## src/pkg/xmp_pkg.sv

```systemverilog
// Constants and types of the external memory pin port.
package xmp_pkg;

    // Pin widths.
    localparam int unsigned ADDR_W  = 24;
    localparam int unsigned DATA_W  = 32;
    localparam int unsigned BANK_W  = 2;
    localparam int unsigned BANKS   = 4;
    localparam int unsigned FLAG_N  = 4;
    localparam int unsigned PAR_LO  = 8;
    localparam int unsigned PAR_W   = DATA_W - PAR_LO;
    localparam int unsigned FUNC_W  = 2;

    // Reset values of the pin-side registers.
    localparam logic [ADDR_W-1:0] ADDR_RST      = 24'h00_0000;
    localparam logic [BANKS-1:0]  SEL_IDLE      = 4'hf;
    localparam logic [FLAG_N-1:0] FLAG_MODE_RST = 4'hf;

    // Least strobe width, and its count of clock cycles, rounded up.
    localparam int unsigned CLK_NS     = 25;
    localparam int unsigned STROBE_NS  = 50;
    localparam int unsigned STROBE_CYC = (STROBE_NS + CLK_NS - 1) / CLK_NS;
    localparam int unsigned CNT_W      = 2;

    // Depth of the read data buffer.
    localparam int unsigned FIFO_DEPTH = 8;

    // Per-pin function of a data pin.
    typedef enum logic [FUNC_W-1:0] {
        XMP_FUNC_MEM    = 2'h0,
        XMP_FUNC_PAR_IN = 2'h1,
        XMP_FUNC_FLAG   = 2'h2,
        XMP_FUNC_PWM    = 2'h3
    } xmp_func_t;

    // Access sequencer states, Gray coded along idle, strobe, wait, done.
    typedef enum logic [1:0] {
        XMP_ST_IDLE   = 2'h0,
        XMP_ST_STROBE = 2'h1,
        XMP_ST_WAIT   = 2'h3,
        XMP_ST_DONE   = 2'h2
    } xmp_state_t;

endpackage

```

## src/design/xmp_fifo.sv

```systemverilog
// Synchronous valid/ready FIFO used to buffer words read from external memory.
module xmp_fifo #(
    parameter int unsigned WIDTH = 32,
    parameter int unsigned DEPTH = 8
) (
    // Clock and reset.
    input  wire logic             clock_i,
    input  wire logic             rst_n_i,
    // Filling side.
    input  wire logic             in_valid_i,
    output logic                  in_ready_o,
    input  wire logic [WIDTH-1:0] in_data_i,
    // Draining side.
    output logic                  out_valid_o,
    input  wire logic             out_ready_i,
    output logic      [WIDTH-1:0] out_data_o
);
    localparam int unsigned PTR_W = $clog2(DEPTH);

    logic [WIDTH-1:0] mem_q [DEPTH];
    logic [PTR_W-1:0] wr_ptr_q;
    logic [PTR_W-1:0] rd_ptr_q;
    logic [PTR_W:0]   count_q;
    logic             push;
    logic             pop;

    // Full and empty come straight from the occupancy count.
    assign in_ready_o  = (count_q != (PTR_W+1)'(DEPTH));
    assign out_valid_o = (count_q != '0);
    assign out_data_o  = mem_q[rd_ptr_q];
    assign push        = in_valid_i && in_ready_o;
    assign pop         = out_valid_o && out_ready_i;

    // Storage array; written only on an accepted push.
    always_ff @(posedge clock_i) begin
        if (push) begin
            mem_q[wr_ptr_q] <= in_data_i;
        end
    end

    // Pointers wrap at the depth so that depths other than powers of two work.
    always_ff @(posedge clock_i) begin
        if (!rst_n_i) begin
            wr_ptr_q <= '0;
            rd_ptr_q <= '0;
        end else begin
            if (push) begin
                wr_ptr_q <= (wr_ptr_q == PTR_W'(DEPTH - 1)) ? '0 : wr_ptr_q + 1'b1;
            end
            if (pop) begin
                rd_ptr_q <= (rd_ptr_q == PTR_W'(DEPTH - 1)) ? '0 : rd_ptr_q + 1'b1;
            end
        end
    end

    // Occupancy count.
    always_ff @(posedge clock_i) begin
        if (!rst_n_i) begin
            count_q <= '0;
        end else if (push && !pop) begin
            count_q <= count_q + 1'b1;
        end else if (pop && !push) begin
            count_q <= count_q - 1'b1;
        end
    end

endmodule // xmp_fifo

```

## src/design/xmp_port.sv

```systemverilog
// External memory pin port: asynchronous access sequencer and data pin sharing.
module xmp_port (
    // Clock and reset.
    input  wire logic                                 clock_i,
    input  wire logic                                 rst_n_i,
    // Access requests from the core.
    input  wire logic                                 req_valid_i,
    output logic                                      req_ready_o,
    input  wire logic                                 req_write_i,
    input  wire logic                                 req_cond_i,
    input  wire logic [xmp_pkg::BANK_W-1:0]           req_bank_i,
    input  wire logic [xmp_pkg::ADDR_W-1:0]           req_addr_i,
    input  wire logic [xmp_pkg::DATA_W-1:0]           req_wdata_i,
    output logic                                      done_o,
    // Read data towards the core.
    output logic                                      rd_valid_o,
    input  wire logic                                 rd_ready_i,
    output logic      [xmp_pkg::DATA_W-1:0]           rd_data_o,
    // Data pin function control.
    input  wire logic                                 func_we_i,
    input  wire logic [xmp_pkg::DATA_W*xmp_pkg::FUNC_W-1:0] func_sel_i,
    input  wire logic [xmp_pkg::FLAG_N-1:0]           flag_mode_i,
    output logic      [xmp_pkg::FLAG_N-1:0]           flag_mode_o,
    // Parallel input, flags and PWM sharing the data pins.
    input  wire logic                                 par_in_en_i,
    output logic      [xmp_pkg::PAR_W-1:0]            par_in_word_o,
    output logic                                      par_in_valid_o,
    input  wire logic [xmp_pkg::DATA_W-1:0]           flag_out_i,
    input  wire logic [xmp_pkg::DATA_W-1:0]           flag_oe_i,
    input  wire logic [xmp_pkg::DATA_W-1:0]           pwm_i,
    output logic      [xmp_pkg::DATA_W-1:0]           flag_in_o,
    // External memory pins.
    output logic      [xmp_pkg::ADDR_W-1:0]           addr_o,
    output logic                                      addr_oe_o,
    output logic      [xmp_pkg::BANKS-1:0]            memory_select_n_o,
    output logic                                      rd_n_o,
    output logic                                      wr_n_o,
    input  wire logic                                 ack_i,
    input  wire logic [xmp_pkg::DATA_W-1:0]           data_i,
    output logic      [xmp_pkg::DATA_W-1:0]           data_o,
    output logic      [xmp_pkg::DATA_W-1:0]           data_oe_o
);
    import xmp_pkg::*;

    xmp_state_t          state_q;
    logic [CNT_W-1:0]    cnt_q;
    logic                write_q;
    logic                cond_q;
    logic [DATA_W-1:0]   wdata_q;
    logic [DATA_W-1:0]   rdata_q;
    logic                ack_q1;
    logic                ack_q2;
    logic [DATA_W-1:0]   din_q1;
    logic [DATA_W-1:0]   din_q2;
    logic [DATA_W*FUNC_W-1:0] func_q;
    logic                fifo_in_ready;
    logic                accept;
    logic                mem_drive;

    // A read needs buffer room up front, so a stalled reader blocks new reads.
    assign req_ready_o = (state_q == XMP_ST_IDLE) && (req_write_i || fifo_in_ready);
    assign accept      = req_valid_i && req_ready_o;
    assign mem_drive   = write_q && cond_q &&
                         ((state_q == XMP_ST_STROBE) || (state_q == XMP_ST_WAIT));

    // Two-stage synchronisers for the asynchronous pins.
    always_ff @(posedge clock_i) begin
        if (!rst_n_i) begin
            ack_q1 <= 1'b0;
            ack_q2 <= 1'b0;
            din_q1 <= '0;
            din_q2 <= '0;
        end else begin
            ack_q1 <= ack_i;
            ack_q2 <= ack_q1;
            din_q1 <= data_i;
            din_q2 <= din_q1;
        end
    end

    // Access sequencer: strobe for the least width, then wait for acknowledge.
    always_ff @(posedge clock_i) begin
        if (!rst_n_i) begin
            state_q <= XMP_ST_IDLE;
            cnt_q   <= '0;
        end else begin
            unique case (state_q)
                XMP_ST_IDLE: begin
                    if (accept) begin
                        state_q <= XMP_ST_STROBE;
                        cnt_q   <= CNT_W'(STROBE_CYC - 1);
                    end
                end
                XMP_ST_STROBE: begin
                    if (cnt_q == '0) begin
                        state_q <= XMP_ST_WAIT;
                    end else begin
                        cnt_q <= cnt_q - 1'b1;
                    end
                end
                XMP_ST_WAIT: begin
                    if (ack_q2) begin
                        state_q <= XMP_ST_DONE;
                    end
                end
                XMP_ST_DONE: begin
                    state_q <= XMP_ST_IDLE;
                end
            endcase
        end
    end

    // Request capture and the address, select and strobe pins.
    always_ff @(posedge clock_i) begin
        if (!rst_n_i) begin
            write_q   <= 1'b0;
            cond_q    <= 1'b0;
            wdata_q   <= '0;
            addr_o    <= ADDR_RST;
            addr_oe_o <= 1'b0;
            memory_select_n_o <= SEL_IDLE;
            rd_n_o    <= 1'b1;
            wr_n_o    <= 1'b1;
        end else begin
            addr_oe_o <= 1'b1;
            if (accept) begin
                write_q <= req_write_i;
                cond_q  <= req_cond_i;
                wdata_q <= req_wdata_i;
                addr_o  <= req_addr_i;
                memory_select_n_o <= SEL_IDLE & ~(BANKS'(1) << req_bank_i);
                rd_n_o  <= !(req_cond_i && !req_write_i);
                wr_n_o  <= !(req_cond_i && req_write_i);
            end else if (state_q == XMP_ST_WAIT && ack_q2) begin
                memory_select_n_o <= SEL_IDLE;
                rd_n_o <= 1'b1;
                wr_n_o <= 1'b1;
            end
        end
    end

    // Read data is sampled at the edge where acknowledge is seen high.
    always_ff @(posedge clock_i) begin
        if (!rst_n_i) begin
            rdata_q <= '0;
            done_o  <= 1'b0;
        end else begin
            done_o <= (state_q == XMP_ST_WAIT) && ack_q2;
            if (state_q == XMP_ST_WAIT && ack_q2) begin
                rdata_q <= din_q2;
            end
        end
    end

    // Pin function and flag mode settings, memory mode after reset.
    always_ff @(posedge clock_i) begin
        if (!rst_n_i) begin
            func_q      <= {DATA_W{XMP_FUNC_MEM}};
            flag_mode_o <= FLAG_MODE_RST;
        end else if (func_we_i) begin
            func_q      <= func_sel_i;
            flag_mode_o <= flag_mode_i;
        end
    end

    // Parallel input word from the upper data pins.
    always_ff @(posedge clock_i) begin
        if (!rst_n_i) begin
            par_in_word_o  <= '0;
            par_in_valid_o <= 1'b0;
        end else begin
            par_in_valid_o <= par_in_en_i;
            if (par_in_en_i) begin
                par_in_word_o <= din_q2[DATA_W-1:PAR_LO];
            end
        end
    end

    assign flag_in_o = din_q2;

    // Per-pin output mux. Write data lags the strobe edge by one cycle and is
    // held one cycle past it, which gives the memory hold time on the strobe.
    for (genvar i = 0; i < DATA_W; i++) begin : g_pin
        always_ff @(posedge clock_i) begin
            if (!rst_n_i) begin
                data_o[i]    <= 1'b0;
                data_oe_o[i] <= 1'b0;
            end else begin
                unique case (xmp_func_t'(func_q[i*FUNC_W +: FUNC_W]))
                    XMP_FUNC_MEM: begin
                        data_o[i]    <= wdata_q[i];
                        data_oe_o[i] <= mem_drive;
                    end
                    XMP_FUNC_PAR_IN: begin
                        data_o[i]    <= 1'b0;
                        data_oe_o[i] <= 1'b0;
                    end
                    XMP_FUNC_FLAG: begin
                        data_o[i]    <= flag_out_i[i];
                        data_oe_o[i] <= flag_oe_i[i];
                    end
                    XMP_FUNC_PWM: begin
                        data_o[i]    <= pwm_i[i];
                        data_oe_o[i] <= 1'b1;
                    end
                endcase
            end
        end
    end

    // Read words wait here until the core takes them.
    xmp_fifo #(
        .WIDTH (DATA_W),
        .DEPTH (FIFO_DEPTH)
    ) u_rd_fifo (
        .clock_i     (clock_i),
        .rst_n_i     (rst_n_i),
        .in_valid_i  ((state_q == XMP_ST_DONE) && !write_q && cond_q),
        .in_ready_o  (fifo_in_ready),
        .in_data_i   (rdata_q),
        .out_valid_o (rd_valid_o),
        .out_ready_i (rd_ready_i),
        .out_data_o  (rd_data_o)
    );

    // Checks on the pin behaviour.
    AST_ADDR_DRIVEN: assert property (
        @(posedge clock_i) disable iff (!rst_n_i)
        $past(rst_n_i) |-> addr_oe_o)
        else $error("Address pins not driven after reset release.");

    AST_ADDR_FOLLOWS: assert property (
        @(posedge clock_i) disable iff (!rst_n_i)
        accept |=> (state_q != XMP_ST_IDLE && addr_o == $past(req_addr_i)) ##1
        (state_q != XMP_ST_IDLE && addr_o == $past(req_addr_i, 2)))
        else $error("Address pins do not carry the requested address.");

    AST_IDLE_QUIET: assert property (
        @(posedge clock_i) disable iff (!rst_n_i)
        (state_q == XMP_ST_IDLE) |-> (memory_select_n_o == SEL_IDLE) && rd_n_o && wr_n_o)
        else $error("Select or strobe active while idle.");

    AST_ONE_SELECT: assert property (
        @(posedge clock_i) disable iff (!rst_n_i)
        (state_q == XMP_ST_STROBE) |-> $countones(~memory_select_n_o) == 1)
        else $error("Not exactly one bank select low during an access.");

    AST_READ_STROBE: assert property (
        @(posedge clock_i) disable iff (!rst_n_i)
        (accept && !req_write_i && req_cond_i) |=> !rd_n_o [*2] ##0 wr_n_o)
        else $error("Read strobe missing for a read.");

    AST_WRITE_STROBE: assert property (
        @(posedge clock_i) disable iff (!rst_n_i)
        (accept && req_write_i && req_cond_i) |=> (!wr_n_o && rd_n_o) [*2])
        else $error("Write strobe missing for a write.");

    AST_COND_FALSE: assert property (
        @(posedge clock_i) disable iff (!rst_n_i)
        (accept && !req_cond_i) |=> (memory_select_n_o != SEL_IDLE) && rd_n_o && wr_n_o)
        else $error("False condition must select without strobing.");

    AST_ACK_HOLDS: assert property (
        @(posedge clock_i) disable iff (!rst_n_i)
        (state_q == XMP_ST_WAIT && !ack_q2) |=> (state_q == XMP_ST_WAIT) && $stable(rd_n_o))
        else $error("Access completed while acknowledge low.");

    AST_ACK_ENDS: assert property (
        @(posedge clock_i) disable iff (!rst_n_i)
        (state_q == XMP_ST_WAIT && ack_q2) |=> rd_n_o && wr_n_o && done_o ##1
        (state_q == XMP_ST_IDLE))
        else $error("Strobe not ended one cycle after acknowledge high.");

    AST_PAR_IN_WORD: assert property (
        @(posedge clock_i) disable iff (!rst_n_i)
        par_in_en_i |=> par_in_valid_o && (par_in_word_o == PAR_W'($past(din_q2) >> PAR_LO)))
        else $error("Parallel input word not taken from upper data pins.");

    AST_MEM_AFTER_RESET: assert property (
        @(posedge clock_i)
        (!$past(rst_n_i) && rst_n_i) |-> (data_oe_o == '0) && (flag_mode_o == FLAG_MODE_RST))
        else $error("Data pins not in memory mode after reset.");

endmodule // xmp_port

```

## config.mk

```make
export PLATFORM = sky130hd
export DESIGN_NAME = xmp_port
export DESIGN_NICKNAME = d
export VERILOG_FILES = /design/src/pkg/xmp_pkg.sv /design/src/design/xmp_fifo.sv /design/src/design/xmp_port.sv
export SDC_FILE = /design/constraint.sdc
export NUM_CORES = 1
export LEC_CHECK = 0
export BUFFER_PORTS_ARGS = -buffer_cell sky130_fd_sc_hd__buf_2
export CORE_ASPECT_RATIO = 0.6
export CORE_UTILIZATION = 46
export CTS_CLUSTER_DIAMETER = 200
export CTS_CLUSTER_SIZE = 8
export DETAILED_ROUTE_END_ITERATION = 8
export GPL_ROUTABILITY_DRIVEN = 1
export GPL_TIMING_DRIVEN = 0
export PLACE_DENSITY = 0.69
export REMOVE_ABC_BUFFERS = 1
export SLEW_MARGIN = 10
export SYNTH_ARGS = -nofsm -noshare
export SYNTH_HDL_FRONTEND = slang
export SYNTH_SLANG_ARGS = --single-unit
```

## constraint.sdc

```tcl
create_clock -name clock_i -period 7.3 [get_ports clock_i]
set_clock_uncertainty 0.2 [all_clocks]
set_input_delay 0.365 -clock clock_i [delete_from_list [all_inputs] [get_ports clock_i]]
set_output_delay 0.365 -clock clock_i [all_outputs]
set_load 0.1 [all_outputs]
```

# After elaboration in Yosys (flattened, before gate mapping)

Memory sizes are Yosys's and may differ from the RTL's. A register that Yosys moved wholly into a read port is not among the register bits.
Index checks and enable logic that the tools add are counted.

Register bits after elaboration: 335
RAM bits: 256
Output and inout port bits: 191
Memories kept: 1

$add $sub $neg: 5
Eq/ne operators: 106
Shift operators: 1
Mux-type cells: 84
Bitwise logic cells: 1
Reductions and logical operators: 61

Memory list:

| name            | depth | width | read ports | clocked after Yosys merged registers in | write ports | RTL line       | source |
|---|---|---|---|---|---|---|---|
| u_rd_fifo.mem_q | 8     | 32    | 1          | 1                                       | 1           | xmp_fifo.sv:20 | `logic [WIDTH-1:0] mem_q [DEPTH];` |

Operators with widths:

| cell                                             | number |
|---|---|
| one-hot mux 1 bit (4 select lines)               | 64 |
| == test 2 bit, second input constant             | 66 |
| logical NOT 2 bit                                | 34 |
| == test 2 x 1 -> 1 bit, second input constant    | 33 |
| 2-to-1 mux 4 bit                                 | 4 |
| logical AND 1 bit                                | 13 |
| 2-to-1 mux 3 bit                                 | 4 |
| 2-to-1 mux 2 bit                                 | 4 |
| one-hot mux 2 bit (4 select lines)               | 1 |
| adder 3 x 1 -> 3 bit, second input constant      | 2 |
| == test 3 bit, second input constant             | 2 |
| logical NOT 1 bit                                | 6 |
| 2-to-1 mux 1 bit                                 | 6 |
| != test 2 bit, second input constant             | 3 |
| AND reduction 3 bit                              | 2 |
| nonzero test 2 bit                               | 3 |
| adder 4 x 1 -> 4 bit, second input constant      | 1 |
| != test 4 bit, second input constant             | 1 |
| NOT 4 bit                                        | 1 |
| one-hot mux 2 bit (2 select lines)               | 1 |
| nonzero test 4 bit                               | 1 |
| left shift 1 x 2 -> 4 bit, first input constant  | 1 |
| subtractor 4 x 1 -> 4 bit, second input constant | 1 |
| logical OR 1 bit                                 | 2 |
| other kinds (2)                                  | 2 |

# Logic depth before layout (Yosys ltp)

Gate-level depths: netlist of run 1.

Word-level depth: 8
Gate-level depth with buffers: 11

# Hierarchy

From an unflattened synthesis of run 1, not the netlist that was laid out.

Cells, all modules: 1644
Area total of the unflattened synthesis: 21988.6 um^2

Modules (own cells, without submodules):

| module   | times used | cells each | area each (um^2) |
|---|---|---|---|
| xmp_port | 1          | 1199       | 11552.3 |
| xmp_fifo | 1          | 445        | 10436.3 |

# Worst setup path after synthesis of run 1

Ideal clock, no wire load.

Path kind: reg-to-reg
Start point: reg state_q[0]
End point: mem u_rd_fifo.mem_q[0][0] (enable)
Library setup time: 0.501 ns
Data arrival time: 3.991 ns
Data required time: 6.599 ns
Setup slack: 2.607 ns
Cell stages (with the launch flop): 5
Buffers on the path: 1
Period minus slack after synthesis: 4.693 ns
Path through: dfxtp_1 clkbuf_1 nor4bb_1 nand2_1 nor4_1

Cells in the longest elaborated chain, start to end: 6

Ends and longest elaborated chain:

| element                                | RTL line        | source |
|---|---|---|
| start, declared                        | xmp_port.sv:45  | `xmp_state_t state_q;` |
| start signal, assigned                 | xmp_port.sv:84  | `state_q <= XMP_ST_IDLE;` |
| start signal, assigned                 | xmp_port.sv:90  | `state_q <= XMP_ST_STROBE;` |
| start signal, assigned                 | xmp_port.sv:96  | `state_q <= XMP_ST_WAIT;` |
| == test 2 bit                          | xmp_port.sv:218 | `.in_valid_i ((state_q == XMP_ST_DONE) && !write_q && cond_q),` |
| logical AND 1 bit (2 in a row)         | xmp_port.sv:218 |  |
| logical AND 1 bit                      | xmp_fifo.sv:31  | `assign push = in_valid_i && in_ready_o;` |
| 2-to-1 mux 1 bit                       | xmp_fifo.sv:36  | `if (push) begin` |
| 2-to-1 mux 1 bit (not written as such) | xmp_fifo.sv:37  | `mem_q[wr_ptr_q] <= in_data_i;` |
| end, declared                          | xmp_fifo.sv:20  |  |

No other way between the ends.

==> results of run 1 <==
[cells in the mapped netlist (all sizes together)]
master,n
nand3b,1
xnor2,2
dfxtp,338
or4,1
o311a,1
o21ai,37
a22oi,1
inv,8
mux2i,125
a21boi,3
nand2,198
a31oi,32
a21oi,123
o32ai,1
mux4,64
nor4bb,1
fa,1
nor3,12
o21a,1
nand2b,3
ha,8
nor2,111
a41oi,3
nand3,13
nor3b,1
or4b,1
edfxtp,256
or3,33
and3,1
mux2,33
nor4,3
buf,35
o211a,1
clkbuf,58
and2,70
clkinv,1
a211oi,1
nor2b,51
[flip-flops by register name (all words and copies together), names as in the netlist, 2 cells and up, named ones only]
register and count:
state_q 2, u_rd_fifo.count_q 4, u_rd_fifo.wr_ptr_q 3, u_rd_fifo.rd_ptr_q 3
func_q 64, rdata_q 32, flag_in_o 32, data_o 32
din_q1 32, u_rd_fifo.mem_q 256, memory_select_n_o 4, flag_mode_o 4
par_in_word_o 24, cnt_q 2, data_oe_o 32, addr_o 24
wdata_q 32
[power breakdown]
part	leakage (uW)	switching, uW	internal [uW]	total [uW]
logic	0.00563	1310	662	1970
clock network	0.00116	1440	2150	3580
registers	0.00514	139	3560	3700
[cells in the final DEF (no fill, tap or decap), types with 70 or more instances in the layout]
cell type and instances:
a21oi_1 123, and2_1 70, buf_2 451, clkbuf_16 84
dfxtp_1 335, dlygate4sd3_1 277, edfxtp_1 256, mux2i_1 125
nand2_1 198, nor2_1 108
[what timing repair did]
| item | CTS | global route |
|---|---|---|
| hold endpoints to repair | 269 | 0 |
| hold buffers | 277 | 0 |
| buffers inserted | 0 | 0 |
[cell type report]
class / instances / area (sq um) / share of cell area [%]
Sequential cell: 594 / 14460 / 48.03
Multi-Input combinational cell: 937 / 6721 / 22.32
Timing Repair Buffer: 769 / 5624 / 18.68
Clock buffer: 129 / 2271 / 7.542
Tap cell: 630 / 788.3 / 2.618
Clock inverter: 8 / 187.7 / 0.6233
Inverter: 9 / 38.79 / 0.1288
Antenna cell: 7 / 17.52 / 0.05817
[layer usage]
layer	part of all wire (%)	vias up
met3	5.3	198
met1	42	7796
li1	-	7397
met5	0	-
met2	48	539
met4	4.4	0
[per-stage QoR]
step / worst slack (ps) / std cells / instance area, sq um
2_1_floorplan: 2652 / 1540 / 21140
3_3_place_gp: -2696 / 2623 / 24200
6_report: 3878 / 3083 / 30110
5_1_grt: 3696 / 3083 / 30110
3_5_place_dp: 4141 / 2662 / 24860
4_1_cts: 3775 / 3076 / 30090
[logic make-up after synthesis]
logic type / Yosys count / share of synthesized area [%]
DFF: 594 / 66.96
AOI/OAI and AO/OA: 204 / 5.153
xor gates and xnor gates: 2 / 0.08117
and+or+nand+nor: 500 / 10.84
adders and majority gates: 9 / 0.5565
muxes: 222 / 14.20
buffers and inverters: 102 / 2.209
[worst register-to-register path, stage by stage, from the launching register on]
cell	delay, ps
dfxtp_1	360
or4b_1	700
nand2_1	360
inv_1	170
ha_1	230
inv_1	150
ha_1	300
a21oi_1	190
a211oi_1	100
a31oi_1	180
mux2i_1	200
[how the worst min path moves through the flow]
stage	endpoint	slack (ps)	cells after the start
floorplan	addr_oe_o	190	0
global placement	flag_in_o[23]	210	1
detailed placement	flag_in_o[29]	210	1
CTS	data_o[3]	0.4	5
global route	data_o[14]	30	5
finish	data_o[14]	40	5
==> flow_summary.toml, run 1 <==
[timing]
report.final.slew_viol_count = 0
fmax_ghz = 0.2922
period_share_pct = 46.88
setup_tns_ps = 0
worst_pin_slew_ps = 1068
holdWs_ps = 43.43
rsz0062_at_grt = "false"
setup_viol = 0
maxSlewHeadroom_pct = 28.77
hold_viol_final = 0
period_minus_slack_ps = 3422

[clock_network]
path_clk_slew_ps = 50
clock_latency_ps = 610
cts_root_buffer = "clkbuf_16"
cts_tree = "yes"
cts_max_path_buffers = 3
cts_resized = 0
cts_made_buffers = 84
cts_sinks = 594
htreeDepth = 3

[setup_path]
critical_path.max_fanout = 37
crit_type = "flip-flop to output pin"
setup.worst_path.end = "rd_data_o[20]"
worstRegToRegCells = 10
path_depth = 4
worstReg2RegStart = "u_rd_fifo.count_q[0]"
r2r-end = "u_rd_fifo.count_q[3]"
path_buf_inv = 2
cp.required_ps = 6730
crit_family = "multiplexers"
critical_path.endpoint_type = "output pin"
max_stage_delay_ps = 730
path_cells = "buf_16, mux4_2, mux2_2, buf_2"
arrival_ps = 2860
startpoint_type = "flip-flop"
crit_path_top_delay_cell = "dfxtp_4"
r2r_slack_ps = 4070

[synthesis]
yosys-top-cells-area = "edfxtp_1 36%, dfxtp_1 31%, mux4_2 6.7%, mux2i_1 5.8%, nand2_1 3.4%"
ys_ff_latch = 594
synth_area_sq_um = 21580
yosysSeqAreaShare_pct = 66.96
yosysTopAreaCell = "edfxtp_1"
syn_area_per_cell_sq_um = 13.22
ys_types = 41
ys_warn_count = 0
synth.top_cell.area_share_pct = 35.62
synthCells = 1633

[power_and_ir_drop]
p_leak_uw = 0.01194
power_density_nw_per_um2 = 307.4
fin_total_pwr_uw = 9256
ir_worst_vdd_v = 0.0002243

[global_route]
grt-ovfl-total = 0
use_met3_pct = 5.162
grt_max_degree = 96
grt_use_total_pct = 24.62
met1_usage_pct = 31.08
grt_pass1_wl_um = 89610
grt_util_met2_pct = 40.27
grt_pass1_vias = 16289
top_usage_layer = "met2"
antenna_found_initial = 6

[die]
die_h_um = 169.8
die_area_sq_um = 47820
start_util_pct = 46.59
die_width_um = 281.7
io_pins = 454
rows = 61
design.core.area_sq_um = 46330

[job]
maxCapViolations = 0

[cells_and_area]
final_util_pct = 65.00
drive_above_1_share_pct = 28.58
nFillCells = 3318
final_net_count = 2667
syn_to_final_growth_pct = 39.51

[detailed_routing]
ant_nets = 0
wirelength_um = 59420
vias = 15930
drc = 0
wire_per_inst_um = 19.27
drt_first_pass_iters = 5
drtIter0Drc = 1035
vias_per_cell = 5.167

[run_status]
status = "finished, final reports clean"

[hold_path]
hp-start = "flag_out_i[14]"
hp-class = "input port to flip-flop"

[place]
gp_congestion = 0.8780
dp_hpwl_um = 36260
port_buffers = 453
Note: power is estimated with default switching activity, not from simulation.
==> run 2: changes to the inputs <==
--- a/config.mk
+++ b/config.mk
@@ -5,6 +5,7 @@
 export SDC_FILE = /design/constraint.sdc
 export NUM_CORES = 1
 export LEC_CHECK = 0
+export ABC_AREA = 1
 export BUFFER_PORTS_ARGS = -buffer_cell sky130_fd_sc_hd__buf_2
 export CORE_ASPECT_RATIO = 0.6
 export CORE_UTILIZATION = 46
@@ -13,7 +14,7 @@
 export DETAILED_ROUTE_END_ITERATION = 8
 export GPL_ROUTABILITY_DRIVEN = 1
 export GPL_TIMING_DRIVEN = 0
-export PLACE_DENSITY = 0.69
+export PLACE_DENSITY = 0.71
 export REMOVE_ABC_BUFFERS = 1
 export SLEW_MARGIN = 10
 export SYNTH_ARGS = -nofsm -noshare
==> constraint.sdc (replaced) <==
create_clock -name clock_i -period 2.9 [get_ports clock_i]
set_clock_uncertainty 0.2 [all_clocks]
set_input_delay 0.145 -clock clock_i [delete_from_list [all_inputs] [get_ports clock_i]]
set_output_delay 0.145 -clock clock_i [all_outputs]
set_load 0.1 [all_outputs]
==> run 2 against run 1 <==
Wire length increased by 20%; design area increased by 5.1%; final cell count increased by 26%; clock-buffer cell count decreased by 1; setup slack got worse by 3900 ps; total power increased to 3.0 times the previous value; register-to-register slack got worse by 3900 ps; largest power group is now combinational logic.
==> flow_summary.toml, run 2 <==
[synthesis]
yosys.area_share.simple_pct = 14.58
ys_types = 31
synthMuxAreaShare_pct = 0
synth_area_sq_um = 22480
syn_area_per_cell_sq_um = 9.329
synthCells = 2410
ys.flop_type = "dfxtp_1"
ys_warn_count = 0
synth_top_family_by_area = "simple AND/OR/NAND/NOR gates"
synth_fa_ha_area_share_pct = 0.5343
yosysTopAreaCell = "edfxtp_1"
yosys-top-cells-area = "edfxtp_1 34%, dfxtp_1 30%, o21ai_0 8.0%, nor2_1 6.9%, nand2_1 5.9%"
synthArstFlopShare_pct = 0
synth-edff-count = 256
synth.top_cell.area_share_pct = 34.19
yosysSeqAreaShare_pct = 64.29
ys_ff_latch = 594
synth_compound_area_share_pct = 12.88
synth_xor_xnor_area_share_pct = 0.1169
synth.most_common_cell = "nor2_1"
synth_common_cells = "412 x nor2_1, 359 x o21ai_0, 355 x nand2_1"

[setup_path]
critical_path.endpoint_type = "flip-flop"
cp_common_cell = "dlygate4sd3_1"
worstReg2RegStart = "state_q[1]"
max_stage_delay_ps = 640
arrival_ps = 3220
crit_type = "input port to flip-flop"
crit_start = "rst_n_i"
startpoint_type = "input port"
cp.required_ps = 3230
path_cells = "dlygate4sd3_1, buf_8, buf_16, buf_16, o21ai_0, dlygate4sd3_1, a21oi_1, dlygate4sd3_1"
worstRegToRegCells = 7
crit_path_top_delay_cell = "dlygate4sd3_1"
critical_path.max_fanout = 57

[timing]
setup_viol = 0
setup_tns_ps = 0
hold_viol_final = 0
maxSlewHeadroom_pct = 36.15
fmax_ghz = 0.3466
worst_pin_slew_ps = 956.7
period_minus_slack_ps = 2885
rsz0062_at_grt = "false"
report.final.slew_viol_count = 0
setup_ws_ps = 14.51
period_share_pct = 99.50

[cells_and_area]
final_cell_mix = "433 x buf_2, 412 x nor2_1, 359 x o21ai_0"
nFillCells = 3460
top_register = "u_rd_fifo.mem_q"
syn_to_final_growth_pct = 40.78
final_area_sq_um = 31650
final_util_pct = 65.92
drive_above_1_share_pct = 19.57
final_net_count = 3478
final_common_cell = "buf_2"
top_regs = "u_rd_fifo.mem_q (256), func_q (64)"
largest_reg_flops = 256

[detailed_routing]
wire_per_inst_um = 18.25
vias = 20360
vias_per_cell = 5.222
wirelength_um = 71160
drt_first_pass_iters = 6
drtIter0Drc = 1868
drc = 0
ant_nets = 0

[power_and_ir_drop]
ir_worst_vdd_v = 0.0006797
fin_total_pwr_uw = 28180
power_density_nw_per_um2 = 890.2
p_leak_uw = 0.01406

[clock_network]
cts_root_buffer = "clkbuf_16"
cts_max_path_buffers = 3
cts_tree = "yes"
cts_sinks = 594
cts_made_buffers = 84
clock_latency_ps = 600
path_clk_slew_ps = 50
htreeDepth = 3

[hold_path]
hp-class = "input port to flip-flop"
whs_path_depth = 4
hp-start = "data_i[19]"

[die]
design.core.area_sq_um = 48020
start_util_pct = 46.82
rows = 62
io_pins = 454
die_area_sq_um = 49790
die_h_um = 173.2
die_width_um = 287.4

[global_route]
grt-ovfl-total = 0
grt_pass1_vias = 20181
antenna_found_initial = 4
grt_max_degree = 114
grt_use_total_pct = 27.41
grt_pass1_wl_um = 107800

[place]
dpl_cell_area_sq_um = 25640
gp_congestion = 0.9018
dp_hpwl_um = 38950
dp_slack_ps = -220.2
port_buffers = 453

[job]
maxCapViolations = 0

[run_status]
status = "finished, final reports clean"
run 2: changes by cell type after synthesis, moves of 31 or more:
cell     change
o21ai_0    +323
nand3_1     +34
a31oi_1     -32
o32ai_1     +31
and2_1      -70
mux4_2      -64
mux2_2      -33
mux2i_1    -125
nor2_1     +301
or3_1       -33
nor2b_1     -51
inv_1      +274
nand2_1    +157
run 2: final timing paths:
kind / end / slack, ps
max reg2reg: u_rd_fifo.mem_q[4][11] / 210
max: func_q[63] / 10
min: din_q1[19] / 60
min reg2reg: flag_in_o[8] / 200
run 2: stage by stage:
stage / hold WS [ps] / instances
after global placement: 124.2 / 3373
after floorplan: -27.28 / 2280
after CTS: 16.65 / 3891
final: 57.04 / 3899
after global routing: 56.43 / 3898
after detailed placement: 127.7 / 3425
run 2: layout make-up:
cell class                 count  area [sq um]  share of cell area, %
tap                          640         800.8                  2.530
clock inverter                 7         155.1                 0.4902
inverter                     283          1084                  3.423
antenna                        4         10.01                0.03162
multi-input combinational   1403          6416                  20.27
sequential                   594         14460                  45.69
timing repair buffer         839          6426                  20.30
clock buffer                 128          2288                  7.230
timing repair inverter         1         8.758                0.02767
run 2: cells by family (layout without fill, tap and decap cells):
group / Yosys count / after routing
DFF: 594 / 594
and+or+nand+nor: 837 / 837
AOI/OAI and AO/OA: 554 / 554
xor gates and xnor gates: 3 / 3
other: 0 / 4
buffers and inverters: 413 / 1258
adders and majority gates: 9 / 9
run 2: per-layer routing:
layer / vias to the layer above / wire, um / track usage, %
li1: 9480 / - / -
met1: 9594 / 28540 / 34.39
met2: 1004 / 34210 / 45.20
met3: 280 / 5073 / 5.368
met4: 2 / 3332 / 13.59
met5: - / 12 / 0
run 2: what timing repair did:
item	in CTS	in global routing
hold endpoints to repair	274	0
hold buffers	323	0
buffers inserted	6	1
cloned	2	3
resized for setup	20	19
setup endpoints to repair	52	52
run 2: critical path, delay by kind of cell:
kind / cells / cell delay, ps
buf+inv: 6 / 2600
compound gates: 2 / 360
run 2: power breakdown:
part / switching, uW / internal, uW
combinational: 7320 / 2300
clock: 3650 / 5440
sequential: 352 / 9120
total: 11300 / 16900
